--- src/pkg/dfr_map.vh ---
`ifndef DFR_MAP_VH
`define DFR_MAP_VH
// Functional notes
// - Input codes 5 to 8 pick speed bits
// - Input code 9 is the jog select
// - Speed bits index preset table, bit 1 low
// - Jog select overrides the speed bits
// - Clamp below upper limit percent of maximum
// - Clamp above lower limit percent of maximum
// - New upper limit trims preset entries above it
// - Inside skip band, hold target at upper edge
// - Skip centre of zero disables that band
// - Output ramps across bands, never settles within
// - Hold mode acts only with Up/Down assigned
// - Mode 0: adjust when running, clear at stop
// - Mode 1: save at stop, resume, early clear
// - Mode 2: adjust when stopped, save at stop
// - Up2/Down2 add or subtract a bias
// - Zero bias step: Up2/Down2 ramp the bias
// - Nonzero step: short press steps, long ramps
// - Ramp select 0 uses active accel/decel
// - Alarm when both Up/Down kinds assigned

// ----------------------------------------------------------------
// Register byte offsets
// ----------------------------------------------------------------
`define DFR_O_PRESET  8'h00
`define DFR_O_JOG     8'h40
`define DFR_O_UPPCT   8'h44
`define DFR_O_LOPCT   8'h48
`define DFR_O_MAXF    8'h4C
`define DFR_O_SKIP1   8'h50
`define DFR_O_SKIP2   8'h54
`define DFR_O_SKIPW   8'h58
`define DFR_O_MODE    8'h5C
`define DFR_O_STEP    8'h60
`define DFR_O_RSEL    8'h64
`define DFR_O_SAVED   8'h68
`define DFR_O_IFS     8'h6C
`define DFR_O_ACCEL   8'h70
`define DFR_O_DECEL   8'h74
`define DFR_O_STATUS  8'h78
`define DFR_O_REF     8'h7C

// ----------------------------------------------------------------
// Fields, codes and modes
// ----------------------------------------------------------------
`define DFR_FN_MS1    4'h5
`define DFR_FN_MS4    4'h8
`define DFR_FN_JOG    4'h9
`define DFR_FN_UP     4'hA
`define DFR_FN_DN     4'hB
`define DFR_FN_UP2    4'hC
`define DFR_FN_DN2    4'hD
`define DFR_MODE_CLR  2'h0
`define DFR_MODE_SAVE 2'h1
`define DFR_MODE_ACPT 2'h2
`define DFR_STS_ALM   16
`define DFR_STS_RUN   17
`define DFR_PCT_DIV   27'h3E8
`define DFR_BIAS_MAX  18'sh0270F

// ----------------------------------------------------------------
// Reset values
// ----------------------------------------------------------------
`define DFR_R_PRE0    16'h01F4
`define DFR_R_PRE1    16'h0320
`define DFR_R_PRE2    16'h03E8
`define DFR_R_PRE3    16'h04B0
`define DFR_R_PRE4    16'h05DC
`define DFR_R_PRE5    16'h07D0
`define DFR_R_PRE6    16'h09C4
`define DFR_R_PRE7    16'h0BB8
`define DFR_R_PRE8    16'h0DAC
`define DFR_R_PRE9    16'h0FA0
`define DFR_R_PRE10   16'h1068
`define DFR_R_PRE11   16'h1194
`define DFR_R_PRE12   16'h1388
`define DFR_R_PRE13   16'h1388
`define DFR_R_PRE14   16'h1388
`define DFR_R_PRE15   16'h1388
`define DFR_R_JOG     16'h0258
`define DFR_R_UPPCT   11'h3E8
`define DFR_R_LOPCT   11'h000
`define DFR_R_MAXF    16'h1770
`define DFR_R_SKIP    16'h0000
`define DFR_R_SKIPW   16'h0064
`define DFR_R_RAMP    24'h07A120

// ----------------------------------------------------------------
// Timing
// ----------------------------------------------------------------
`define DFR_CLK_HZ    50000000
`define DFR_HOLD_S    2
`endif

--- src/core/dfr_top.v ---
// The placing of the registers and register access over Wishbone were chosen for this implementation.
`include "dfr_map.vh"

// ----------------------------------------------------------------
// Step divider: one pulse every period cycles while enabled
// ----------------------------------------------------------------
module dfr_tick #(
	parameter W = 24
) (
	input  wire         clk,
	input  wire         rst_b,
	input  wire         en,
	input  wire [W-1:0] period,
	output reg          tick_q
);

reg [W-1:0] cnt_q;

always @(posedge clk) begin
	if (!rst_b || !en) begin
		cnt_q  <= {W{1'h0}};
		tick_q <= 1'h0;
	end else if (cnt_q == {W{1'h0}}) begin
		tick_q <= 1'h1;
		cnt_q  <= (period == {W{1'h0}}) ? {W{1'h0}} : period - 1'h1;
	end else begin
		tick_q <= 1'h0;
		cnt_q  <= cnt_q - 1'h1;
	end
end

endmodule

// ----------------------------------------------------------------
// Frequency reference selector
// ----------------------------------------------------------------
module dfr_top #(
	parameter [31:0] HOLD_CYC = `DFR_CLK_HZ * `DFR_HOLD_S,
	parameter        RW       = 24
) (
	input  wire        REF_CLK,
	input  wire        RST_B,
	input  wire        WB_CYC_I,
	input  wire        WB_STB_I,
	input  wire        WB_WE_I,
	input  wire [7:0]  WB_ADR_I,
	input  wire [3:0]  WB_SEL_I,
	input  wire [31:0] WB_DAT_I,
	output wire [31:0] WB_DAT_O,
	output wire        WB_ACK_O,
	input  wire [7:0]  MF_IN,
	input  wire        RUN_IN,
	input  wire        PWR_FAIL_IN,
	output wire [15:0] FREQ_TARGET,
	output wire [15:0] FREQ_OUT,
	output wire        UD_ALARM
);

localparam [255:0] PRE_RST = {`DFR_R_PRE15, `DFR_R_PRE14, `DFR_R_PRE13,
	`DFR_R_PRE12, `DFR_R_PRE11, `DFR_R_PRE10, `DFR_R_PRE9, `DFR_R_PRE8,
	`DFR_R_PRE7, `DFR_R_PRE6, `DFR_R_PRE5, `DFR_R_PRE4, `DFR_R_PRE3,
	`DFR_R_PRE2, `DFR_R_PRE1, `DFR_R_PRE0};

reg  [15:0]   pre_q [0:15];
reg  [15:0]   jog_q;
reg  [10:0]   up_pct_q;
reg  [10:0]   lo_pct_q;
reg  [15:0]   max_q;
reg  [15:0]   sk1_q;
reg  [15:0]   sk2_q;
reg  [15:0]   skw_q;
reg  [1:0]    mode_q;
reg  [15:0]   step_q;
reg           rsel_q;
reg  [15:0]   saved_q;
reg  [31:0]   ifs_q;
reg  [RW-1:0] acc_q;
reg  [RW-1:0] dec_q;
reg           ack_q;
reg  [31:0]   dat_q;
reg           clip_q;
reg  [31:0]   rd;
reg  [9:0]    s1_q;
reg  [9:0]    s2_q;
reg  [9:0]    s3_q;
reg  [9:0]    pin_q;
reg           run_p_q;
reg           pwr_p_q;
reg           kp_q;
reg  [3:0]    ms;
reg           jog;
reg           up1;
reg           dn1;
reg           up2;
reg           dn2;
reg           a1;
reg           a2;
reg  [3:0]    fc;
reg  [15:0]   ud_q;
reg  [15:0]   bias_q;
reg  [31:0]   p_cnt_q;
reg           prs_q;
reg           dir_q;
reg  [15:0]   tgt_q;
reg  [15:0]   out_q;
reg           alm_q;
integer       i;
integer       j;

// ----------------------------------------------------------------
// Helpers
// ----------------------------------------------------------------
function [31:0] mrg;
	input [31:0] o;
	input [31:0] d;
	input [3:0]  s;
	integer b;
	begin
		for (b = 0; b < 4; b = b + 1)
			mrg[8*b +: 8] = s[b] ? d[8*b +: 8] : o[8*b +: 8];
	end
endfunction

function [15:0] pct;
	input [15:0] m;
	input [10:0] p;
	reg   [26:0] q;
	begin
		q   = ({11'h0, m} * {16'h0, p}) / `DFR_PCT_DIV;
		pct = (q[26:16] != 11'h0) ? 16'hFFFF : q[15:0];
	end
endfunction

// Band edges in 17 bits so a centre near the top cannot wrap
function [15:0] skp;
	input [15:0] f;
	input [15:0] c;
	input [15:0] h;
	reg   [16:0] top;
	begin
		top = {1'h0, c} + {1'h0, h};
		skp = f;
		if (c != 16'h0 && {1'h0, f} + {1'h0, h} >= {1'h0, c} &&
		    {1'h0, f} <= top)
			skp = top[16] ? 16'hFFFF : top[15:0];
	end
endfunction

// ----------------------------------------------------------------
// Pin synchronisers: a change counts once stages 2 and 3 agree
// ----------------------------------------------------------------
wire [9:0] pins  = {PWR_FAIL_IN, RUN_IN, MF_IN};
wire [9:0] unst  = s2_q ^ s3_q;
wire       run   = pin_q[8];
wire       pwr   = pin_q[9];
wire       stp   = run_p_q & ~run;
wire       str   = ~run_p_q & run;
wire       pwr_e = pwr & ~pwr_p_q;

always @(posedge REF_CLK) begin
	if (!RST_B) begin
		s1_q    <= 10'h000;
		s2_q    <= 10'h000;
		s3_q    <= 10'h000;
		pin_q   <= 10'h000;
		run_p_q <= 1'h0;
		pwr_p_q <= 1'h0;
	end else begin
		s1_q    <= pins;
		s2_q    <= s1_q;
		s3_q    <= s2_q;
		pin_q   <= (pin_q & unst) | (s3_q & ~unst);
		run_p_q <= run;
		pwr_p_q <= pwr;
	end
end

// ----------------------------------------------------------------
// Input function decode
// ----------------------------------------------------------------
always @* begin
	ms  = 4'h0;
	jog = 1'h0;
	up1 = 1'h0;
	dn1 = 1'h0;
	up2 = 1'h0;
	dn2 = 1'h0;
	a1  = 1'h0;
	a2  = 1'h0;
	fc  = 4'h0;
	for (i = 0; i < 8; i = i + 1) begin
		fc = ifs_q[4*i +: 4];
		if (fc == `DFR_FN_UP || fc == `DFR_FN_DN)
			a1 = 1'h1;
		if (fc == `DFR_FN_UP2 || fc == `DFR_FN_DN2)
			a2 = 1'h1;
		if (pin_q[i]) begin
			if (fc >= `DFR_FN_MS1 && fc <= `DFR_FN_MS4)
				ms = ms | (4'h1 << (fc - `DFR_FN_MS1));
			if (fc == `DFR_FN_JOG)
				jog = 1'h1;
			if (fc == `DFR_FN_UP)
				up1 = 1'h1;
			if (fc == `DFR_FN_DN)
				dn1 = 1'h1;
			if (fc == `DFR_FN_UP2)
				up2 = 1'h1;
			if (fc == `DFR_FN_DN2)
				dn2 = 1'h1;
		end
	end
end

// ----------------------------------------------------------------
// Reference path
// ----------------------------------------------------------------
// Both kinds assigned is a setup fault; neither kind then acts
wire        alm = a1 & a2;
wire        u1  = a1 & ~alm;
wire        u2  = a2 & ~alm;
wire        uda = u1 | u2;
wire        aok = (mode_q == `DFR_MODE_ACPT) | run;
wire [15:0] bse = jog ? jog_q : (u1 ? ud_q : pre_q[ms]);
wire [17:0] bsx = u2 ? {{2{bias_q[15]}}, bias_q} : 18'h0;
wire [17:0] sum = {2'h0, bse} + bsx;
wire [15:0] r0  = sum[17] ? 16'h0 : (sum[16] ? 16'hFFFF : sum[15:0]);
wire [15:0] hi  = pct(max_q, up_pct_q);
wire [15:0] lo  = pct(max_q, lo_pct_q);
wire [15:0] r1  = (r0 > hi) ? hi : r0;
wire [15:0] r2  = (r1 < lo) ? lo : r1;
wire [15:0] hw  = {1'h0, skw_q[15:1]};
wire [15:0] r3  = skp(skp(r2, sk1_q, hw), sk2_q, hw);

// ----------------------------------------------------------------
// Up/Down and bias control
// ----------------------------------------------------------------
wire        k1   = u1 & (up1 ^ dn1);
wire        k2   = u2 & (up2 ^ dn2);
wire        kany = (u1 & (up1 | dn1)) | (u2 & (up2 | dn2));
wire        lng  = p_cnt_q >= HOLD_CYC - 32'h1;
wire        ramp = aok & (k1 | (k2 & (step_q == 16'h0 | lng)));
wire        dup  = k1 ? up1 : up2;
// Select value 1 is reserved and behaves as 0
wire [RW-1:0] udp = dup ? acc_q : dec_q;
wire        srel = prs_q & ~k2 & ~lng & (step_q != 16'h0) & aok;
wire        t_ud;
wire        sgn  = srel ? dir_q : dup;
wire [15:0] amt  = srel ? step_q : 16'h1;
wire signed [17:0] bs = {{2{bias_q[15]}}, bias_q};
wire signed [17:0] bn = sgn ? bs + {2'h0, amt} : bs - {2'h0, amt};
wire signed [17:0] bc = (bn > `DFR_BIAS_MAX) ? `DFR_BIAS_MAX :
	((bn < -`DFR_BIAS_MAX) ? -`DFR_BIAS_MAX : bn);
wire [15:0] udn  = up1 ? ((ud_q == 16'hFFFF) ? ud_q : ud_q + 16'h1) :
	((ud_q == 16'h0) ? ud_q : ud_q - 16'h1);

dfr_tick #(
	.W      (RW)
) u_ud_tick (
	.clk    (REF_CLK),
	.rst_b  (RST_B),
	.en     (ramp),
	.period (udp),
	.tick_q (t_ud)
);

always @(posedge REF_CLK) begin
	if (!RST_B) begin
		ud_q    <= 16'h0;
		bias_q  <= 16'h0;
		p_cnt_q <= 32'h0;
		prs_q   <= 1'h0;
		dir_q   <= 1'h0;
	end else begin
		prs_q <= k2;
		if (k2)
			dir_q <= up2;
		if (!k2)
			p_cnt_q <= 32'h0;
		else if (!lng)
			p_cnt_q <= p_cnt_q + 32'h1;
		if (uda && mode_q == `DFR_MODE_CLR && (stp || pwr_e)) begin
			ud_q   <= 16'h0;
			bias_q <= 16'h0;
		end else if (uda && mode_q == `DFR_MODE_SAVE && str) begin
			if (u1)
				ud_q <= saved_q;
			else
				bias_q <= saved_q;
		end else if (t_ud && ramp) begin
			if (k1)
				ud_q <= udn;
			else
				bias_q <= bc[15:0];
		end else if (srel) begin
			bias_q <= bc[15:0];
		end
	end
end

// ----------------------------------------------------------------
// Target and output ramp
// ----------------------------------------------------------------
// The target never sits inside a band; the ramp only passes through
wire t_out;

dfr_tick #(
	.W      (RW)
) u_out_tick (
	.clk    (REF_CLK),
	.rst_b  (RST_B),
	.en     (out_q != tgt_q),
	.period ((out_q < tgt_q) ? acc_q : dec_q),
	.tick_q (t_out)
);

always @(posedge REF_CLK) begin
	if (!RST_B) begin
		tgt_q <= 16'h0;
		out_q <= 16'h0;
		alm_q <= 1'h0;
	end else begin
		tgt_q <= run ? r3 : 16'h0;
		alm_q <= alm;
		if (t_out && out_q < tgt_q)
			out_q <= out_q + 16'h1;
		else if (t_out && out_q > tgt_q)
			out_q <= out_q - 16'h1;
	end
end

// ----------------------------------------------------------------
// Wishbone register file
// ----------------------------------------------------------------
wire [7:0]  adr = {WB_ADR_I[7:2], 2'h0};
wire        req = WB_CYC_I & WB_STB_I & ~ack_q;
wire        wr  = req & WB_WE_I;
wire [31:0] wd  = mrg(rd, WB_DAT_I, WB_SEL_I);

always @* begin
	rd = 32'h0;
	if (adr < `DFR_O_JOG)
		rd[15:0] = pre_q[adr[5:2]];
	else begin
		case (adr)
		`DFR_O_JOG:    rd[15:0] = jog_q;
		`DFR_O_UPPCT:  rd[10:0] = up_pct_q;
		`DFR_O_LOPCT:  rd[10:0] = lo_pct_q;
		`DFR_O_MAXF:   rd[15:0] = max_q;
		`DFR_O_SKIP1:  rd[15:0] = sk1_q;
		`DFR_O_SKIP2:  rd[15:0] = sk2_q;
		`DFR_O_SKIPW:  rd[15:0] = skw_q;
		`DFR_O_MODE:   rd[1:0]  = mode_q;
		`DFR_O_STEP:   rd[15:0] = step_q;
		`DFR_O_RSEL:   rd[0]    = rsel_q;
		`DFR_O_SAVED:  rd[15:0] = saved_q;
		`DFR_O_IFS:    rd       = ifs_q;
		`DFR_O_ACCEL:  rd[RW-1:0] = acc_q;
		`DFR_O_DECEL:  rd[RW-1:0] = dec_q;
		`DFR_O_STATUS: begin
			rd[15:0]         = out_q;
			rd[`DFR_STS_ALM] = alm_q;
			rd[`DFR_STS_RUN] = run;
		end
		`DFR_O_REF:    rd = {bias_q, r2};
		default:       rd = 32'h0;
		endcase
	end
end

always @(posedge REF_CLK) begin
	if (!RST_B) begin
		for (j = 0; j < 16; j = j + 1)
			pre_q[j] <= PRE_RST[16*j +: 16];
		jog_q    <= `DFR_R_JOG;
		up_pct_q <= `DFR_R_UPPCT;
		lo_pct_q <= `DFR_R_LOPCT;
		max_q    <= `DFR_R_MAXF;
		sk1_q    <= `DFR_R_SKIP;
		sk2_q    <= `DFR_R_SKIP;
		skw_q    <= `DFR_R_SKIPW;
		mode_q   <= `DFR_MODE_CLR;
		step_q   <= 16'h0;
		rsel_q   <= 1'h0;
		saved_q  <= 16'h0;
		ifs_q    <= 32'h0;
		acc_q    <= `DFR_R_RAMP;
		dec_q    <= `DFR_R_RAMP;
		ack_q    <= 1'h0;
		dat_q    <= 32'h0;
		clip_q   <= 1'h0;
		kp_q     <= 1'h0;
	end else begin
		ack_q  <= req;
		kp_q   <= kany;
		clip_q <= wr && adr == `DFR_O_UPPCT;
		if (req)
			dat_q <= rd;
		// Trim runs the cycle after the new limit lands in its register
		if (clip_q) begin
			for (j = 0; j < 16; j = j + 1)
				if (pre_q[j] > hi)
					pre_q[j] <= hi;
		end
		if (uda && mode_q != `DFR_MODE_CLR && stp)
			saved_q <= u1 ? ud_q : bias_q;
		else if (uda && mode_q == `DFR_MODE_SAVE && !run && kany && !kp_q)
			saved_q <= 16'h0;
		if (wr && adr < `DFR_O_JOG)
			pre_q[adr[5:2]] <= wd[15:0];
		else if (wr) begin
			case (adr)
			`DFR_O_JOG:   jog_q    <= wd[15:0];
			`DFR_O_UPPCT: up_pct_q <= wd[10:0];
			`DFR_O_LOPCT: lo_pct_q <= wd[10:0];
			`DFR_O_MAXF:  max_q    <= wd[15:0];
			`DFR_O_SKIP1: sk1_q    <= wd[15:0];
			`DFR_O_SKIP2: sk2_q    <= wd[15:0];
			`DFR_O_SKIPW: skw_q    <= wd[15:0];
			`DFR_O_MODE:  mode_q   <= wd[1:0];
			`DFR_O_STEP:  step_q   <= wd[15:0];
			`DFR_O_RSEL:  rsel_q   <= wd[0];
			`DFR_O_SAVED: saved_q  <= wd[15:0];
			`DFR_O_IFS:   ifs_q    <= wd;
			`DFR_O_ACCEL: acc_q    <= wd[RW-1:0];
			`DFR_O_DECEL: dec_q    <= wd[RW-1:0];
			default:      ;
			endcase
		end
	end
end

assign WB_ACK_O    = ack_q;
assign WB_DAT_O    = dat_q;
assign FREQ_TARGET = tgt_q;
assign FREQ_OUT    = out_q;
assign UD_ALARM    = alm_q;

endmodule

--- config.mk ---
export PLATFORM = sky130hd
export DESIGN_NAME = dfr_top
export DESIGN_NICKNAME = d
export VERILOG_FILES = /design/src/core/dfr_top.v
export VERILOG_INCLUDE_DIRS = /design/src /design/src/pkg
export SDC_FILE = /design/constraint.sdc
export NUM_CORES = 2
export LEC_CHECK = 0
export BUFFER_PORTS_ARGS = -buffer_cell sky130_fd_sc_hd__buf_2
export CAP_MARGIN = 15
export CORE_MARGIN = 1.5
export CORE_UTILIZATION = 40
export DETAILED_ROUTE_END_ITERATION = 10
export GPL_ROUTABILITY_DRIVEN = 0
export PLACE_DENSITY = 0.67
export SLEW_MARGIN = 20
export SYNTH_ARGS = -nofsm -noshare
export SYNTH_HDL_FRONTEND = slang
export SYNTH_SLANG_ARGS = --single-unit
--- constraint.sdc ---
create_clock -name REF_CLK -period 26.2 [get_ports REF_CLK]
set_input_delay 5.24 -clock REF_CLK [delete_from_list [all_inputs] [get_ports REF_CLK]]
set_output_delay 5.24 -clock REF_CLK [all_outputs]
set_load 0.005 [all_outputs]
==> impl_metrics.yaml <==
outcome:
  outcome: "complete, but fails checks"
  violations: "setup timing"
clocking:
  cts_num_sinks: 699
  cts_buffers: 77
  cts_tree: "built"
  holdBufCountCts: 0
  clockBufferDepth: 3
  cts_root_buffer: "clkbuf_16"
  clkSlewWorstSetupHoldPaths_ns: 0.06
  htree_levels: 3
  clk_latency_ns: 0.74
route:
  antenna_left: 0
  via_per_inst: 6.25
  routed_wl_um: 285000
  drt_pre_antenna_iters: 9
  post-route-drc-count: 0
  vias: 75778
  wl_per_cell_um: 23.5
  drtIter0Drc: 9507
synth:
  synth_edf_count: 256
  synthCells: 9006
  ys_ff_latch: 699
  syn_area_per_cell_um2: 8.36
  synth_ff_type: "dfxtp_1"
  async_flop_share: 0
  synth_area_um2: 75300
  yosysWarnings: 0
  synth_cell_types: 187
  syn-num-nets: 9988
  synth-seq-area-share: 0.220
critical_path:
  required_ns: 26.79
  critPathArrivalTime_ns: 27.76
  crit_top_cell: "a21o_1"
  startpoint_type: "flip-flop"
  cp_max_fo: 8
  cp_slowest_cell: "or4b_4"
  path_delay_family: "compound AO/OA/AOI/OAI gates"
  max_stage_delay_ns: 0.54
  critPathBufInv: 25
  cp-end-kind: "flip-flop"
  crit_type: "reg2reg"
layout:
  fill_cells: 17624
  multi_input_area_um2: 56300
  areaGrowthSynthToFinish_pct: 17.1
  final_area_um2: 88200
  seq_area_um2: 16600
  drive_gt1_frac: 0.201
  nets: 10539
sta:
  final.setup_skew_ns: 0.0573
  slew_viol_final: 0
  fin_ws_ns: -0.962
  setup_tns_ns: -15.04
  rsz0062_at_grt: "true"
  period_minus_slack_ns: 27.16
  hold_violations: 0
  slew_headroom: 0.186
  setup_viol: 16
  clock.fmax_mhz: 36.8
  timing.final.crit_share: 1.04
  worstMarginPinSlew_ns: 1.22
placed_design:
  place_area_um2: 82800
  dp_worst_setup_slack_ns: -1.84
  portBuffers: 122
  dp.final_hpwl_um: 214000
grt:
  gr-total-overflow: 0
  antenna_found_initial: 21
  track_usage: 0.284
  grt_pass1_vias: 71944
  grt_pass1_wl_um: 427000
  grt_max_degree: 213
floorplanning:
  die-area_um2: 191000
  ioPinCount: 125
  die_x_um: 437
  fp.dieH_um: 437
  core_um2: 187000
  initial_core_util: 0.402
  rows: 159
job:
  maxCapViolCount: 0
hold_path:
  hp-class: "reg2reg"
## cells in the mapped netlist, types with 25 or more instances
master,instances,share of area
a211o_1,29,0.0034
a211oi_1,90,0.0090
a21o_1,115,0.011
a21oi_1,722,0.048
a221oi_1,35,0.0041
a22o_1,29,0.0034
a22oi_1,167,0.017
a311oi_1,45,0.0052
a31oi_1,86,0.0071
and2_1,303,0.025
and3_1,55,0.0046
and4_1,28,0.0033
buf_1,26,0.0013
buf_2,35,0.0023
buf_4,25,0.0025
clkbuf_1,358,0.018
clkbuf_8,44,0.0080
dfxtp_1,443,0.12
edfxtp_1,256,0.10
fa_1,258,0.069
ha_1,665,0.11
inv_1,498,0.025
mux2_2,34,0.0051
mux2i_1,159,0.021
mux4_2,74,0.022
nand2_1,1113,0.055
nand2b_1,91,0.0076
nand3_1,211,0.014
nand4_1,142,0.012
nor2_1,545,0.027
nor2b_1,85,0.0071
nor3_1,145,0.0096
nor4_1,49,0.0041
o211ai_1,100,0.010
o21a_1,98,0.0098
o21ai_0,328,0.022
o21ai_1,77,0.0051
o21bai_1,81,0.0081
o22ai_1,161,0.013
o31ai_1,28,0.0028
or3_1,125,0.010
xnor2_1,235,0.027
xor2_1,119,0.014
## kinds of logic (layout without fill, tap and decap cells)
family                   after synthesis  after routing  synth area share
adder cells (fa/ha/maj)              932            932             0.180
buffers and inverters               1029           1642            0.0624
flip-flops                           699            699             0.220
XOR/XNOR                             360            360            0.0428
other                                  0              9                 0
multiplexers                         294            294            0.0546
AND/OR/NAND/NOR                     3106           3107             0.205
AO/OA/AOI/OAI                       2586           2587             0.235
## final timing paths
path                       startpoint                        end  slack (ns)  cells after the start
max          up_pct_q[2]$_SDFFE_PN0P_  FREQ_TARGET[0]$_SDFF_PN0_       -0.96                    142
min                s1_q[6]$_SDFF_PN0_         s2_q[6]$_SDFF_PN0_        0.43                      1
min reg2reg        s1_q[6]$_SDFF_PN0_         s2_q[6]$_SDFF_PN0_        0.43                      1
max reg2reg  up_pct_q[2]$_SDFFE_PN0P_  FREQ_TARGET[0]$_SDFF_PN0_       -0.96                    142
## cell type report
cell class / instances / area share
flip-flops and latches: 699 / 0.189
repair buffers: 993 / 0.0843
multi-input cells: 7280 / 0.639
clock inverters: 46 / 0.00675
well taps: 2495 / 0.0354
clock buffers: 97 / 0.0240
inverters: 506 / 0.0217
diodes: 9 / 0.000255
## timing repair
item | CTS | global route
endpoints found under the setup margin | 16 | 16
cloned | 1 | 1
setup buffers | 64 | 47
pin swaps | 108 | 159
gates resized for setup | 188 | 169
## registers in the layout (all words and copies together), names as in the netlist, 24 cells and up, named ones only
register and cells:
u_ud_tick.cnt_q 24, WB_DAT_O 32, dec_q 24, ifs_q 32, pre_q 256, u_out_tick.cnt_q 24, p_cnt_q 32, acc_q 24
## worst register-to-register path: cells and delay by family, from the launching register on
kind / cells / cell delay (ns)
AOI/OAI and AO/OA: 67 / 12.64
xor gates and xnor gates: 3 / 0.36
adders and majority gates: 13 / 4.34
buffers and inverters: 25 / 3.12
DFF: 1 / 0.38
muxes: 6 / 1.42
and+or+nand+nor: 28 / 4.81
## stage by stage
step | cells | hold slack (ns) | util
2_1_floorplan | 9006 | 0.412 | -
3_3_place_gp | 11860 | 0.415 | 0.442
3_5_place_dp | 11861 | 0.418 | 0.442
4_1_cts | 12067 | 0.435 | 0.464
5_1_grt | 12122 | 0.445 | 0.470
6_report | 12125 | 0.428 | 0.470
## layout by cell type, fill, tap and decap left out, types with 85 or more instances in the layout
cell type,instances
nand2_1,1099
inv_1,490
dfxtp_1,421
a21o_1,111
o21a_1,96
buf_2,119
o22ai_1,157
a21oi_1,676
nor2b_1,85
nand2b_1,89
buf_4,827
nor3_1,126
xnor2_1,224
fa_1,248
ha_1,644
nand3_1,202
and2_1,290
nand4_1,142
o21ai_1,85
xor2_1,117
o211ai_1,100
mux2i_1,149
or3_1,123
edfxtp_1,256
a22oi_1,163
o21ai_0,301
nor2_1,526
## metal layers
metal | vias up | GRT usage | routed length [um] | share of wire
li1 | 33985 | - | - | -
met1 | 36229 | 0.358 | 108000 | 0.38
met2 | 4411 | 0.427 | 121000 | 0.42
met3 | 1138 | 0.0797 | 33500 | 0.12
met4 | 15 | 0.181 | 22100 | 0.077
met5 | - | 0.00832 | 321 | 0.0011
Power is not shown: default switching activity piles up to over one toggle a cycle in this logic, so the estimate is an artifact.
